`config.mk`:
```
export PLATFORM = sky130hd
export DESIGN_NAME = hpl_host_port
export DESIGN_NICKNAME = d
export VERILOG_FILES = /design/src/design/hpl_pkg.sv /design/src/design/hpl_host_port.sv
export VERILOG_INCLUDE_DIRS = /design/src /design/src/design
export SDC_FILE = /design/constraint.sdc
export NUM_CORES = 1
export LEC_CHECK = 0
export BUFFER_PORTS_ARGS = -buffer_cell sky130_fd_sc_hd__buf_2
export CORE_UTILIZATION = 47
export CTS_CLUSTER_SIZE = 12
export DETAILED_ROUTE_END_ITERATION = 12
export PLACE_DENSITY = 0.76
export SETUP_SLACK_MARGIN = 0.02
export SYNTH_ARGS = -nofsm -noshare
export SYNTH_HDL_FRONTEND = slang
export SYNTH_SLANG_ARGS = --single-unit
```
`constraint.sdc`:
```
create_clock -name i_clk -period 6.57 [get_ports i_clk]
set_input_delay 0.3285 -clock i_clk [delete_from_list [all_inputs] [get_ports i_clk]]
set_output_delay 0.3285 -clock i_clk [all_outputs]
set_load 0.03 [all_outputs]
```
`src/design/hpl_params.svh`:
```
// constants for the host parallel port: control word fields, register map, timing
`ifndef HPL_PARAMS_SVH
`define HPL_PARAMS_SVH

`define HPL_WORD_W 16
`define HPL_CARD_W 12
`define HPL_SLOT_MSB 15
`define HPL_SLOT_LSB 12
`define HPL_SLOT_CTRL 4'hf
`define HPL_CW_UNIT_MSB 3
`define HPL_CW_UNIT_LSB 0
`define HPL_CW_TME_BIT 4
`define HPL_CW_SYE_BIT 5
`define HPL_CW_IEN_BIT 6
`define HPL_CW_ISL_BIT 7
`define HPL_CW_DTE_BIT 8
`define HPL_REQ_BIT 15
`define HPL_RET_OE_MASK 16'h8fff

`define HPL_ADDR_MODE 12'h000
`define HPL_ADDR_STATUS 12'h004
`define HPL_ADDR_TIMING 12'h008
`define HPL_ADDR_LASTWORD 12'h00c
`define HPL_DEC_W 12

`define HPL_CLK_PERIOD_NS 20
`define HPL_BUSY_TIME_NS 2000
`define HPL_BUSY_CYC ((`HPL_BUSY_TIME_NS + `HPL_CLK_PERIOD_NS - 1) / `HPL_CLK_PERIOD_NS)
`define HPL_TIMING_W 16

`endif

```
`src/design/hpl_pkg.sv`:
```
// types shared by the host parallel port
package hpl_pkg;

	// latched mode signals, forwarded to the extender units
	typedef struct packed {
		logic [3:0] unit;
		logic third_mode_control_signal;
		logic timing_mode_signal;
		logic interrupt_enable_mode;
		logic input_select_mode;
		logic system_enable_signal;
	} hpl_mode_s;

	// action strobes to the card cage
	typedef struct packed {
		logic store;
		logic activate;
		logic deactivate;
	} hpl_cmd_s;

	// flag states, gray along ready -> busy -> waiting
	typedef enum logic [1:0] {
		HPL_READY = 2'b00,
		HPL_OUT_BUSY = 2'b01,
		HPL_IN_WAIT = 2'b11
	} hpl_flag_e;

endpackage

```
`src/design/hpl_host_port.sv`:
```
// host-facing parallel port: word capture, mode storage, flag, return lines, ahb-lite status
`timescale 1ns/10ps
`include "hpl_params.svh"

module hpl_host_port
	import hpl_pkg::*;
#(
	parameter int TIMING_W = `HPL_TIMING_W
)
(
	input wire logic i_clk,
	input wire logic i_sys_rst,
	// ahb-lite slave
	input wire logic i_hsel,
	input wire logic [31:0] i_haddr,
	input wire logic [1:0] i_htrans,
	input wire logic i_hwrite,
	input wire logic [2:0] i_hsize,
	input wire logic [31:0] i_hwdata,
	input wire logic i_hready,
	output logic o_hreadyout,
	output logic o_hresp,
	output logic [31:0] o_hrdata,
	// host connector pins
	input wire logic [15:0] i_host_data_n,
	input wire logic i_host_gate,
	input wire logic i_interlock_closed,
	output logic o_flag,
	output logic [15:0] o_return_n,
	output logic [15:0] o_return_oe,
	output logic o_test_third_mode,
	output logic o_test_timing_mode,
	output logic o_test_interrupt_enable,
	// front panel
	input wire logic i_local_mode,
	input wire logic [15:0] i_panel_switch,
	// card cage and extender chain
	input wire logic [11:0] i_card_data,
	input wire logic i_card_request,
	input wire logic i_card_done,
	output hpl_mode_s o_mode,
	output logic [15:0] o_card_word,
	output hpl_cmd_s o_card_cmd,
	output logic o_input_request,
	output logic o_output_enable
);

	// refuse widths the timing counter cannot serve
	generate
		if (TIMING_W < 8 || TIMING_W > 32)
		begin : g_bad_width
			$error("hpl_host_port: TIMING_W must lie between 8 and 32");
		end
	endgenerate

	localparam logic [TIMING_W-1:0] BUSY_CYC = TIMING_W'(`HPL_BUSY_CYC);

	// two-flop synchronisers for every pin-side input
	logic [15:0] data_s1_q;
	logic [15:0] data_s2_q;
	logic gate_s1_q;
	logic gate_s2_q;
	logic gate_s3_q;
	logic [3:0] misc_s1_q;
	logic [3:0] misc_s2_q;
	logic [15:0] panel_s1_q;
	logic [15:0] panel_s2_q;
	logic [11:0] card_s1_q;
	logic [11:0] card_s2_q;

	// only the second stage of each synchroniser is read below, except the gate, whose third stage gate_s3_q is also read
	always_ff @(posedge i_clk or posedge i_sys_rst)
	begin
		if (i_sys_rst)
		begin
			data_s1_q <= 16'hffff;
			data_s2_q <= 16'hffff;
			gate_s1_q <= 1'b1;
			gate_s2_q <= 1'b1;
			gate_s3_q <= 1'b1;
			misc_s1_q <= 4'h0;
			misc_s2_q <= 4'h0;
			panel_s1_q <= 16'h0000;
			panel_s2_q <= 16'h0000;
			card_s1_q <= 12'h000;
			card_s2_q <= 12'h000;
		end
		else
		begin
			data_s1_q <= i_host_data_n;
			data_s2_q <= data_s1_q;
			gate_s1_q <= i_host_gate;
			gate_s2_q <= gate_s1_q;
			gate_s3_q <= gate_s2_q;
			misc_s1_q <= {i_interlock_closed, i_local_mode, i_card_request, i_card_done};
			misc_s2_q <= misc_s1_q;
			panel_s1_q <= i_panel_switch;
			panel_s2_q <= panel_s1_q;
			card_s1_q <= i_card_data;
			card_s2_q <= card_s1_q;
		end
	end

	logic interlock_ok;
	logic local_mode;
	logic card_req;
	logic card_done;
	assign interlock_ok = misc_s2_q[3];
	assign local_mode = misc_s2_q[2];
	assign card_req = misc_s2_q[1];
	assign card_done = misc_s2_q[0];

	// word decode: positive logic, slot field 1111 marks a control word
	logic [15:0] word;
	logic gate_fall;
	logic is_ctrl;
	assign word = ~data_s2_q;
	// the extra stage makes the edge visible for exactly one cycle
	assign gate_fall = gate_s3_q & ~gate_s2_q;
	assign is_ctrl = (word[`HPL_SLOT_MSB:`HPL_SLOT_LSB] == `HPL_SLOT_CTRL);

	// mode storage, written only by a gated control word
	hpl_mode_s mode_q;
	always_ff @(posedge i_clk or posedge i_sys_rst)
	begin
		if (i_sys_rst)
		begin
			mode_q <= '0;
		end
		else if (gate_fall && is_ctrl)
		begin
			mode_q.unit <= word[`HPL_CW_UNIT_MSB:`HPL_CW_UNIT_LSB];
			mode_q.third_mode_control_signal <= word[`HPL_CW_DTE_BIT];
			mode_q.timing_mode_signal <= word[`HPL_CW_TME_BIT];
			mode_q.interrupt_enable_mode <= word[`HPL_CW_IEN_BIT];
			mode_q.input_select_mode <= word[`HPL_CW_ISL_BIT];
			mode_q.system_enable_signal <= word[`HPL_CW_SYE_BIT];
		end
	end

	// output cards may only store while enabled and the plug loop is closed
	logic out_en;
	assign out_en = mode_q.system_enable_signal & interlock_ok;

	// one-cycle action strobes derived from a gated non-control word
	logic do_store;
	logic do_activate;
	logic do_deactivate;
	assign do_store = gate_fall & ~is_ctrl & ~mode_q.input_select_mode & out_en;
	assign do_activate = gate_fall & ~is_ctrl & mode_q.input_select_mode
		& mode_q.interrupt_enable_mode;
	assign do_deactivate = gate_fall & ~is_ctrl & mode_q.input_select_mode
		& ~mode_q.interrupt_enable_mode;

	always_ff @(posedge i_clk or posedge i_sys_rst)
	begin
		if (i_sys_rst)
		begin
			o_card_cmd <= '0;
			o_card_word <= 16'h0000;
		end
		else
		begin
			o_card_cmd.store <= do_store;
			o_card_cmd.activate <= do_activate;
			o_card_cmd.deactivate <= do_deactivate;
			// address and data go down the chain continuously; the strobe qualifies them
			o_card_word <= word;
		end
	end

	// software-set busy time for timing-style flags
	logic [TIMING_W-1:0] busy_len_q;
	logic [TIMING_W-1:0] busy_cnt_q;
	hpl_flag_e flag_q;

	// flag state: ready, busy storing, or waiting on an input device
	always_ff @(posedge i_clk or posedge i_sys_rst)
	begin
		if (i_sys_rst)
		begin
			flag_q <= HPL_READY;
		end
		else
		begin
			case (flag_q)
				HPL_READY:
				begin
					if (do_store)
					begin
						flag_q <= HPL_OUT_BUSY;
					end
					else if (do_activate)
					begin
						flag_q <= HPL_IN_WAIT;
					end
				end
				HPL_OUT_BUSY:
				begin
					// timing style runs a fixed time, handshake waits for the card
					if (mode_q.timing_mode_signal ? (busy_cnt_q == '0) : card_done)
					begin
						flag_q <= HPL_READY;
					end
				end
				HPL_IN_WAIT:
				begin
					if (card_req)
					begin
						flag_q <= HPL_READY;
					end
					else if (do_deactivate)
					begin
						flag_q <= HPL_READY;
					end
				end
				default:
				begin
					flag_q <= HPL_READY;
				end
			endcase
		end
	end

	// busy time counter, loaded when a store begins
	always_ff @(posedge i_clk or posedge i_sys_rst)
	begin
		if (i_sys_rst)
		begin
			busy_cnt_q <= '0;
		end
		else if (do_store && flag_q == HPL_READY)
		begin
			busy_cnt_q <= busy_len_q - TIMING_W'(1);
		end
		else if (busy_cnt_q != '0)
		begin
			busy_cnt_q <= busy_cnt_q - TIMING_W'(1);
		end
	end

	// return line source selection
	logic [15:0] ret;
	always_comb
	begin
		ret = 16'h0000;
		if (mode_q.input_select_mode)
		begin
			ret[11:0] = card_s2_q;
			if (local_mode)
			begin
				ret[`HPL_REQ_BIT] = panel_s2_q[`HPL_REQ_BIT];
			end
			else
			begin
				ret[`HPL_REQ_BIT] = word[`HPL_REQ_BIT] | card_req;
			end
		end
		else if (local_mode)
		begin
			ret[11:0] = panel_s2_q[11:0];
			ret[`HPL_REQ_BIT] = panel_s2_q[`HPL_REQ_BIT];
		end
		else
		begin
			ret[11:0] = word[11:0];
			ret[`HPL_REQ_BIT] = word[`HPL_REQ_BIT];
		end
	end

	// pin outputs, all registered; return lines are ground-true like the inputs
	always_ff @(posedge i_clk or posedge i_sys_rst)
	begin
		if (i_sys_rst)
		begin
			o_flag <= 1'b0;
			o_return_n <= 16'hffff;
			o_return_oe <= 16'h0000;
			o_mode <= '0;
			o_test_third_mode <= 1'b0;
			o_test_timing_mode <= 1'b0;
			o_test_interrupt_enable <= 1'b0;
			o_input_request <= 1'b0;
			o_output_enable <= 1'b0;
		end
		else
		begin
			o_flag <= (flag_q == HPL_READY);
			o_return_n <= ~ret;
			// bits 12 to 14 stay undriven so the host pull-ups own them
			o_return_oe <= `HPL_RET_OE_MASK;
			o_mode <= mode_q;
			o_test_third_mode <= mode_q.third_mode_control_signal;
			o_test_timing_mode <= mode_q.timing_mode_signal;
			o_test_interrupt_enable <= mode_q.interrupt_enable_mode;
			o_input_request <= card_req;
			o_output_enable <= out_en;
		end
	end

	// last host word seen with a gate, for software inspection
	logic [15:0] last_word_q;
	always_ff @(posedge i_clk or posedge i_sys_rst)
	begin
		if (i_sys_rst)
		begin
			last_word_q <= 16'h0000;
		end
		else if (gate_fall)
		begin
			last_word_q <= word;
		end
	end

	// ahb-lite address phase capture; zero wait states
	logic wr_pend_q;
	logic [`HPL_DEC_W-1:0] wr_addr_q;
	logic addr_phase;
	assign addr_phase = i_hsel & i_htrans[1] & i_hready;

	always_ff @(posedge i_clk or posedge i_sys_rst)
	begin
		if (i_sys_rst)
		begin
			wr_pend_q <= 1'b0;
			wr_addr_q <= '0;
		end
		else
		begin
			wr_pend_q <= addr_phase & i_hwrite;
			wr_addr_q <= i_haddr[`HPL_DEC_W-1:0];
		end
	end

	// timing register write in the data phase; zero length is refused as meaningless
	always_ff @(posedge i_clk or posedge i_sys_rst)
	begin
		if (i_sys_rst)
		begin
			busy_len_q <= BUSY_CYC;
		end
		else if (wr_pend_q && wr_addr_q == `HPL_ADDR_TIMING && i_hwdata[TIMING_W-1:0] != '0)
		begin
			busy_len_q <= i_hwdata[TIMING_W-1:0];
		end
	end

	// read data decode, presented in the data phase
	logic [31:0] rd_d;
	always_comb
	begin
		rd_d = 32'h0000_0000;
		if (i_haddr[`HPL_DEC_W-1:0] == `HPL_ADDR_MODE)
		begin
			rd_d[8:0] = mode_q;
		end
		else if (i_haddr[`HPL_DEC_W-1:0] == `HPL_ADDR_STATUS)
		begin
			rd_d[7:0] = {2'b00, flag_q, interlock_ok, local_mode, card_req, out_en};
		end
		else if (i_haddr[`HPL_DEC_W-1:0] == `HPL_ADDR_TIMING)
		begin
			rd_d[TIMING_W-1:0] = busy_len_q;
		end
		else if (i_haddr[`HPL_DEC_W-1:0] == `HPL_ADDR_LASTWORD)
		begin
			rd_d[15:0] = last_word_q;
		end
	end

	always_ff @(posedge i_clk or posedge i_sys_rst)
	begin
		if (i_sys_rst)
		begin
			o_hrdata <= 32'h0000_0000;
			o_hreadyout <= 1'b0;
			o_hresp <= 1'b0;
		end
		else
		begin
			if (addr_phase && !i_hwrite)
			begin
				o_hrdata <= rd_d;
			end
			o_hreadyout <= 1'b1; // never stalls
			o_hresp <= 1'b0; // always okay
		end
	end

endmodule

```
* Word-level counts from Yosys, hierarchy flattened *
Cells that the tools add are included.

storage, ports and cells
  output and inout port bits = 100
  flip-flop bits (word level) = 236
  input port bits = 123
  logic and storage cells = 103

cells by class
  $add $sub $neg = 2
  bitwise gates (word level) = 18
  mux-type cells = 20
  equality and inequality tests = 10
  reduce and logical (&&, ||, !) cells = 13

operators with widths
  operator                 count
  $mux W16                 4
  $eq A12 B4 Y1 const B    3
  $not A16 Y16             2
  $reduce_bool A16 Y1      2
  $sub A16 B1 Y16 const B  2
  $mux W12                 2
  $logic_not A16 Y1        1
  $mux W8                  2
  $eq A12 B3 Y1 const B    1
  $logic_not A12 Y1        1
  $and A1 B1 Y1            11
  $mux W2                  5
  $mux W9                  1
  $mux W7                  1
  $ne A3 B3 Y1 const B     2
  $pmux W2 S3              1
  $logic_and A1 B1 Y1      5
  $eq A4 B4 Y1 const B     1
  $mux W1                  4
  $not A1 Y1               4
  $reduce_and A3 Y1        1
  $eq A2 B1 Y1 const B     1
  $eq A2 B2 Y1 const B     1
  $logic_not A2 Y1         1
  4 further kinds          4

* Logic depth before layout (Yosys ltp) *
  depth after elaboration = 9
  mapped depth = 11
  mapped depth without buffers = 9

* Worst setup path before layout *
Ideal clock, no wire load.

  path kind = flip-flop to flip-flop
  start point = reg data_s2_q[13]
  end point = reg busy_cnt_q[8]
  arrival time = 2.591 ns
  period minus slack after synthesis = 2.730 ns
  required time = 6.431 ns
  path buffers = 2
  stages on the path, launching flop included = 12
  library setup time = 0.139 ns
  path slack = 3.840 ns
  cell sequence = dfstp_2 > or4_4 > and4_4 > buf_6 > buf_2 > mux2i_1 > ha_1 > o21ai_0 > nand4b_1 > a211oi_1 > xor2_1 > nor2_1

on the way
  cells in the longest elaborated chain, start to end = 8
  elaborated cells on any way between the ends = 9
  those cells by class = eq/ne: 1; mux: 1; bitwise: 5; reduce/logical: 2

ends and longest elaborated chain
  element                                                RTL line              source
  start: declaration                                     hpl_host_port.sv:60   logic [15:0] data_s2_q;
  start signal: assignment                               hpl_host_port.sv:91   data_s2_q <= data_s1_q;
  $not A16 Y16 *                                         hpl_host_port.sv:117  assign word = ~data_s2_q;
  $eq A4 B4 Y1 (no line) *                               --
  $not A1 Y1 *                                           hpl_host_port.sv:149  assign do_store = gate_fall & ~is_ctrl & ~mode_q.input_select_mode & out_en;
  $and A1 B1 Y1 * (3 in series)                          hpl_host_port.sv:149
  $logic_and A1 B1 Y1 *                                  hpl_host_port.sv:232  else if (do_store && flag_q == HPL_READY)
  $mux W16 / $reduce_bool A2 Y1 (equally long branches)  --
  end signal: assignment                                 hpl_host_port.sv:234  busy_cnt_q <= busy_len_q - TIMING_W'(1);
  end signal: assignment                                 hpl_host_port.sv:238  busy_cnt_q <= busy_cnt_q - TIMING_W'(1);
  end: declaration                                       hpl_host_port.sv:174  logic [TIMING_W-1:0] busy_cnt_q;

Mark *: on every way between the ends. The rest lies on a longest branch, timed or not.
A chain may end at the register's enable or synchronous reset.

* Final worst setup path *
  start point = reg mode_q[1] (netlist name)
  end point = reg busy_cnt_q[8]

on the way
  cells in the longest elaborated chain, start to end = 5
  elaborated cells on any way between the ends = 6
  those cells by class = mux: 1; bitwise: 3; reduce/logical: 2

ends and longest elaborated chain
  element                                                RTL line              source
  start: declaration                                     hpl_host_port.sv:123  hpl_mode_s mode_q;
  $not A1 Y1 *                                           hpl_host_port.sv:149
  $and A1 B1 Y1 * (2 in series)                          hpl_host_port.sv:149
  $logic_and A1 B1 Y1 *                                  hpl_host_port.sv:232
  $mux W16 / $reduce_bool A2 Y1 (equally long branches)  --

Marks and branches as above.

==> out/metrics.cfg <==
[power]
irDropWorstVdd_v = 0.000298
power_mw = 3.40
power.density_nw_per_um2 = 334
internal_power_mw = 2.48
pwr-share-seq = 0.486
p_comb_frac = 0.141
leakage_nw = 4.69
p_clk_frac = 0.373
sw_frac_of_total = 0.271
switchingPower_uw = 923

[clocking]
cts.sinks = 226
clk_pin_slew_worst_paths_ps = 60
max-clock-path-buffers = 3
cts_max_level = 1
cts_tree = done
cts_resized = 0
tritoncts.num_buffers = 24
root_buffer = clkbuf_16
clk_latency_ps = 520

[global_route]
grt_max_degree = 150
antenna_found_initial = 0
grt_pass1_wl_mm = 27.8
grt_pass1_vias = 5325
track_usage = 0.202
grt_overflow = 0

[worst_setup_path]
arrival_ps = 3660
cp_cell_sequence = clkinv_1, and4_4, mux2i_1, ha_1, o21ai_0, nand4b_1, a211oi_1, xor2_1, nor2_1
endpoint_kind = flip-flop
critPathKind = reg -> reg
crit_slowest_cell = clkinv_1
start_kind = flip-flop
cpPeakStageDelay_ps = 620
cp_max_fo = 27
required_ps = 6940

[finish]
synthToLayoutAreaGrowth_pct = 26.5
final_cell_mix = dfrtp_1, buf_2, nand2_1, dlygate4sd3_1, o21ai_0
post-route-util = 0.612
drive_gt1_frac = 0.329
antenna_cells = 0
mostFrequentLayoutCell = dfrtp_1
nNetsFinal = 937

[synth]
yosysUniqueCellTypes = 52
syn_avg_cell_area_sq_um = 13.3
synth-seq-area-share = 0.711
async_flop_share = 1.00
synth_edf_count = 0
synthCells = 607
synth_area_sq_um = 8050
ys_ff_latch = 226
synthFlopType = dfrtp_1
ys_warn_count = 0

[placement]
portBuffers = 156
gp_congestion = 0.881
hpwl_mm = 11.0

[timing]
period_minus_slack_ps = 3290
finalHoldViolCount = 0
finalCritPeriodShare = 0.501
worst_slew_pin_slew_ps = 1220
maxSlewViolCount = 0
hold-worst-slack_ps = 13.6
slew_headroom = 0.185
finalSetupViolations = 0
fin_tns_setup_ps = 0
fmax_mhz = 304
finClkSkew_ps = 9.27
rsz0062_at_grt = false

[run]
drv_cap = 0

[die]
fp.dieH_um = 133
coreArea_sq_um = 16600
rows = 47
start_util = 0.484
num_io_pins = 223
die_x_um = 133
dieArea_sq_um = 17700

[route]
vias = 5253
wl_mm = 17.7
ant_nets = 0
vias_per_cell = 5.00
drt_iter0_markers = 312
wl_per_cell_um = 16.9
drc = 0
drtPass1Iterations = 4

[worst_hold_path]
worstHoldPathType = in -> async

[outcome]
status = finished clean

## routing by layer
layer / vias up / global-route usage / part of all wire
li1: 2424 / - / -
met1: 2565 / 0.268 / 0.43
met2: 220 / 0.328 / 0.47
met3: 44 / 0.0498 / 0.070
met4: 0 / 0.0645 / 0.027
met5: - / 0 / 0
## path summary, 6_finish.rpt
| path | from | end | slack, ps | cells after the start |
|---|---|---|---|---|
| worst min register to register | misc_s1_q[2] | misc_s2_q[2] | 350 | 0 |
| worst max-delay path | mode_q[1] | busy_cnt_q[8] | 3280 | 9 |
| min in group i_clk | i_hwdata[2] | busy_len_q[2] | 60 | 3 |
| worst max register to register | mode_q[1] | busy_cnt_q[8] | 3280 | 9 |
| worst min-delay path | i_sys_rst | misc_s2_q[2] | 10 | 2 |
| max in group asynchronous | i_sys_rst | o_mode[8] | 4940 | 3 |
## repair_timing
item                                   CTS  global route
hold buffers                            58             0
endpoints found under the hold margin   58             0
setup buffers                            0             0
## metrics by stage
step | cell area, sq um | instances | setup slack, ps
detailed placement | 8840 | 949 | 3290
global placement | 8840 | 949 | 3390
CTS | 10200 | 1051 | 3210
floorplan | 8130 | 629 | 135
global route | 10200 | 1051 | 3020
finish | 10200 | 1051 | 3280
## layout make-up
class | instances | area, sq um
clock buffer | 40 | 711
clock inverter | 4 | 47.5
fill | 1270 | 6460
inverter | 23 | 93.8
multi-input combinational | 321 | 1950
sequential | 226 | 5720
tap | 220 | 275
timing repair buffer | 217 | 1380
## power groups by stage
stage | sequential, mW | combinational [mW] | clock [mW]
2_1_floorplan | 1.71 | 0.288 | 0
3_3_place_gp | 1.67 | 0.435 | 0
3_5_place_dp | 1.67 | 0.450 | 0
4_1_cts | 1.65 | 0.478 | 1.29
5_1_grt | 1.67 | 0.525 | 1.35
6_report | 1.65 | 0.480 | 1.27
## critical path: cells and delay by family (launching register included)
family	cells	cell delay (ps)
AND/OR/NAND/NOR	3	890
AO/OA/AOI/OAI	2	450
buffers and inverters	1	620
flip-flops	1	480
adder cells (fa/ha/maj)	1	250
multiplexers	1	280
XOR/XNOR	1	170
## cell families after synthesis
logic type	synth area share
AOI/OAI and AO/OA	0.0825
xor gates and xnor gates	0.0174
adders and majority gates	0.00155
buffers and inverters	0.0575
DFF	0.711
muxes	0.0382
other	0.000933
and+or+nand+nor	0.0912
## cells in the mapped netlist, types with 6 or more instances
| cell | n | area, sq um |
|---|---|---|
| xor2_1 | 8 | 70.1 |
| nand2_1 | 62 | 233 |
| inv_1 | 22 | 82.6 |
| mux2_2 | 18 | 203 |
| o211ai_1 | 12 | 90.1 |
| clkbuf_1 | 18 | 67.6 |
| nor4_1 | 10 | 62.6 |
| nor2_1 | 28 | 105 |
| o21ai_0 | 53 | 265 |
| mux2i_1 | 9 | 90.1 |
| a22oi_1 | 11 | 82.6 |
| dfrtp_1 | 175 | 4380 |
| xnor2_1 | 8 | 70.1 |
| nand4_1 | 6 | 37.5 |
| dfstp_2 | 51 | 1340 |
| buf_4 | 39 | 293 |
| a21oi_1 | 6 | 30.0 |
## sequential cells by signal, summed over array words and instances (netlist names), 2 cells and up
| name | count |
|---|---|
| busy_cnt_q | 16 |
| busy_len_q | 16 |
| data_s1_q | 16 |
| data_s2_q | 16 |
| last_word_q | 16 |
| o_card_word | 16 |
| o_hrdata | 16 |
| o_return_n | 13 |
| panel_s1_q | 13 |
| panel_s2_q | 13 |
| card_s1_q | 12 |
| card_s2_q | 12 |
| wr_addr_q | 12 |
| mode_q | 9 |
| o_mode | 9 |
| misc_s1_q | 4 |
| misc_s2_q | 4 |
| o_card_cmd | 3 |
| flag_q | 2 |
Power figures use the tool's default switching activity.
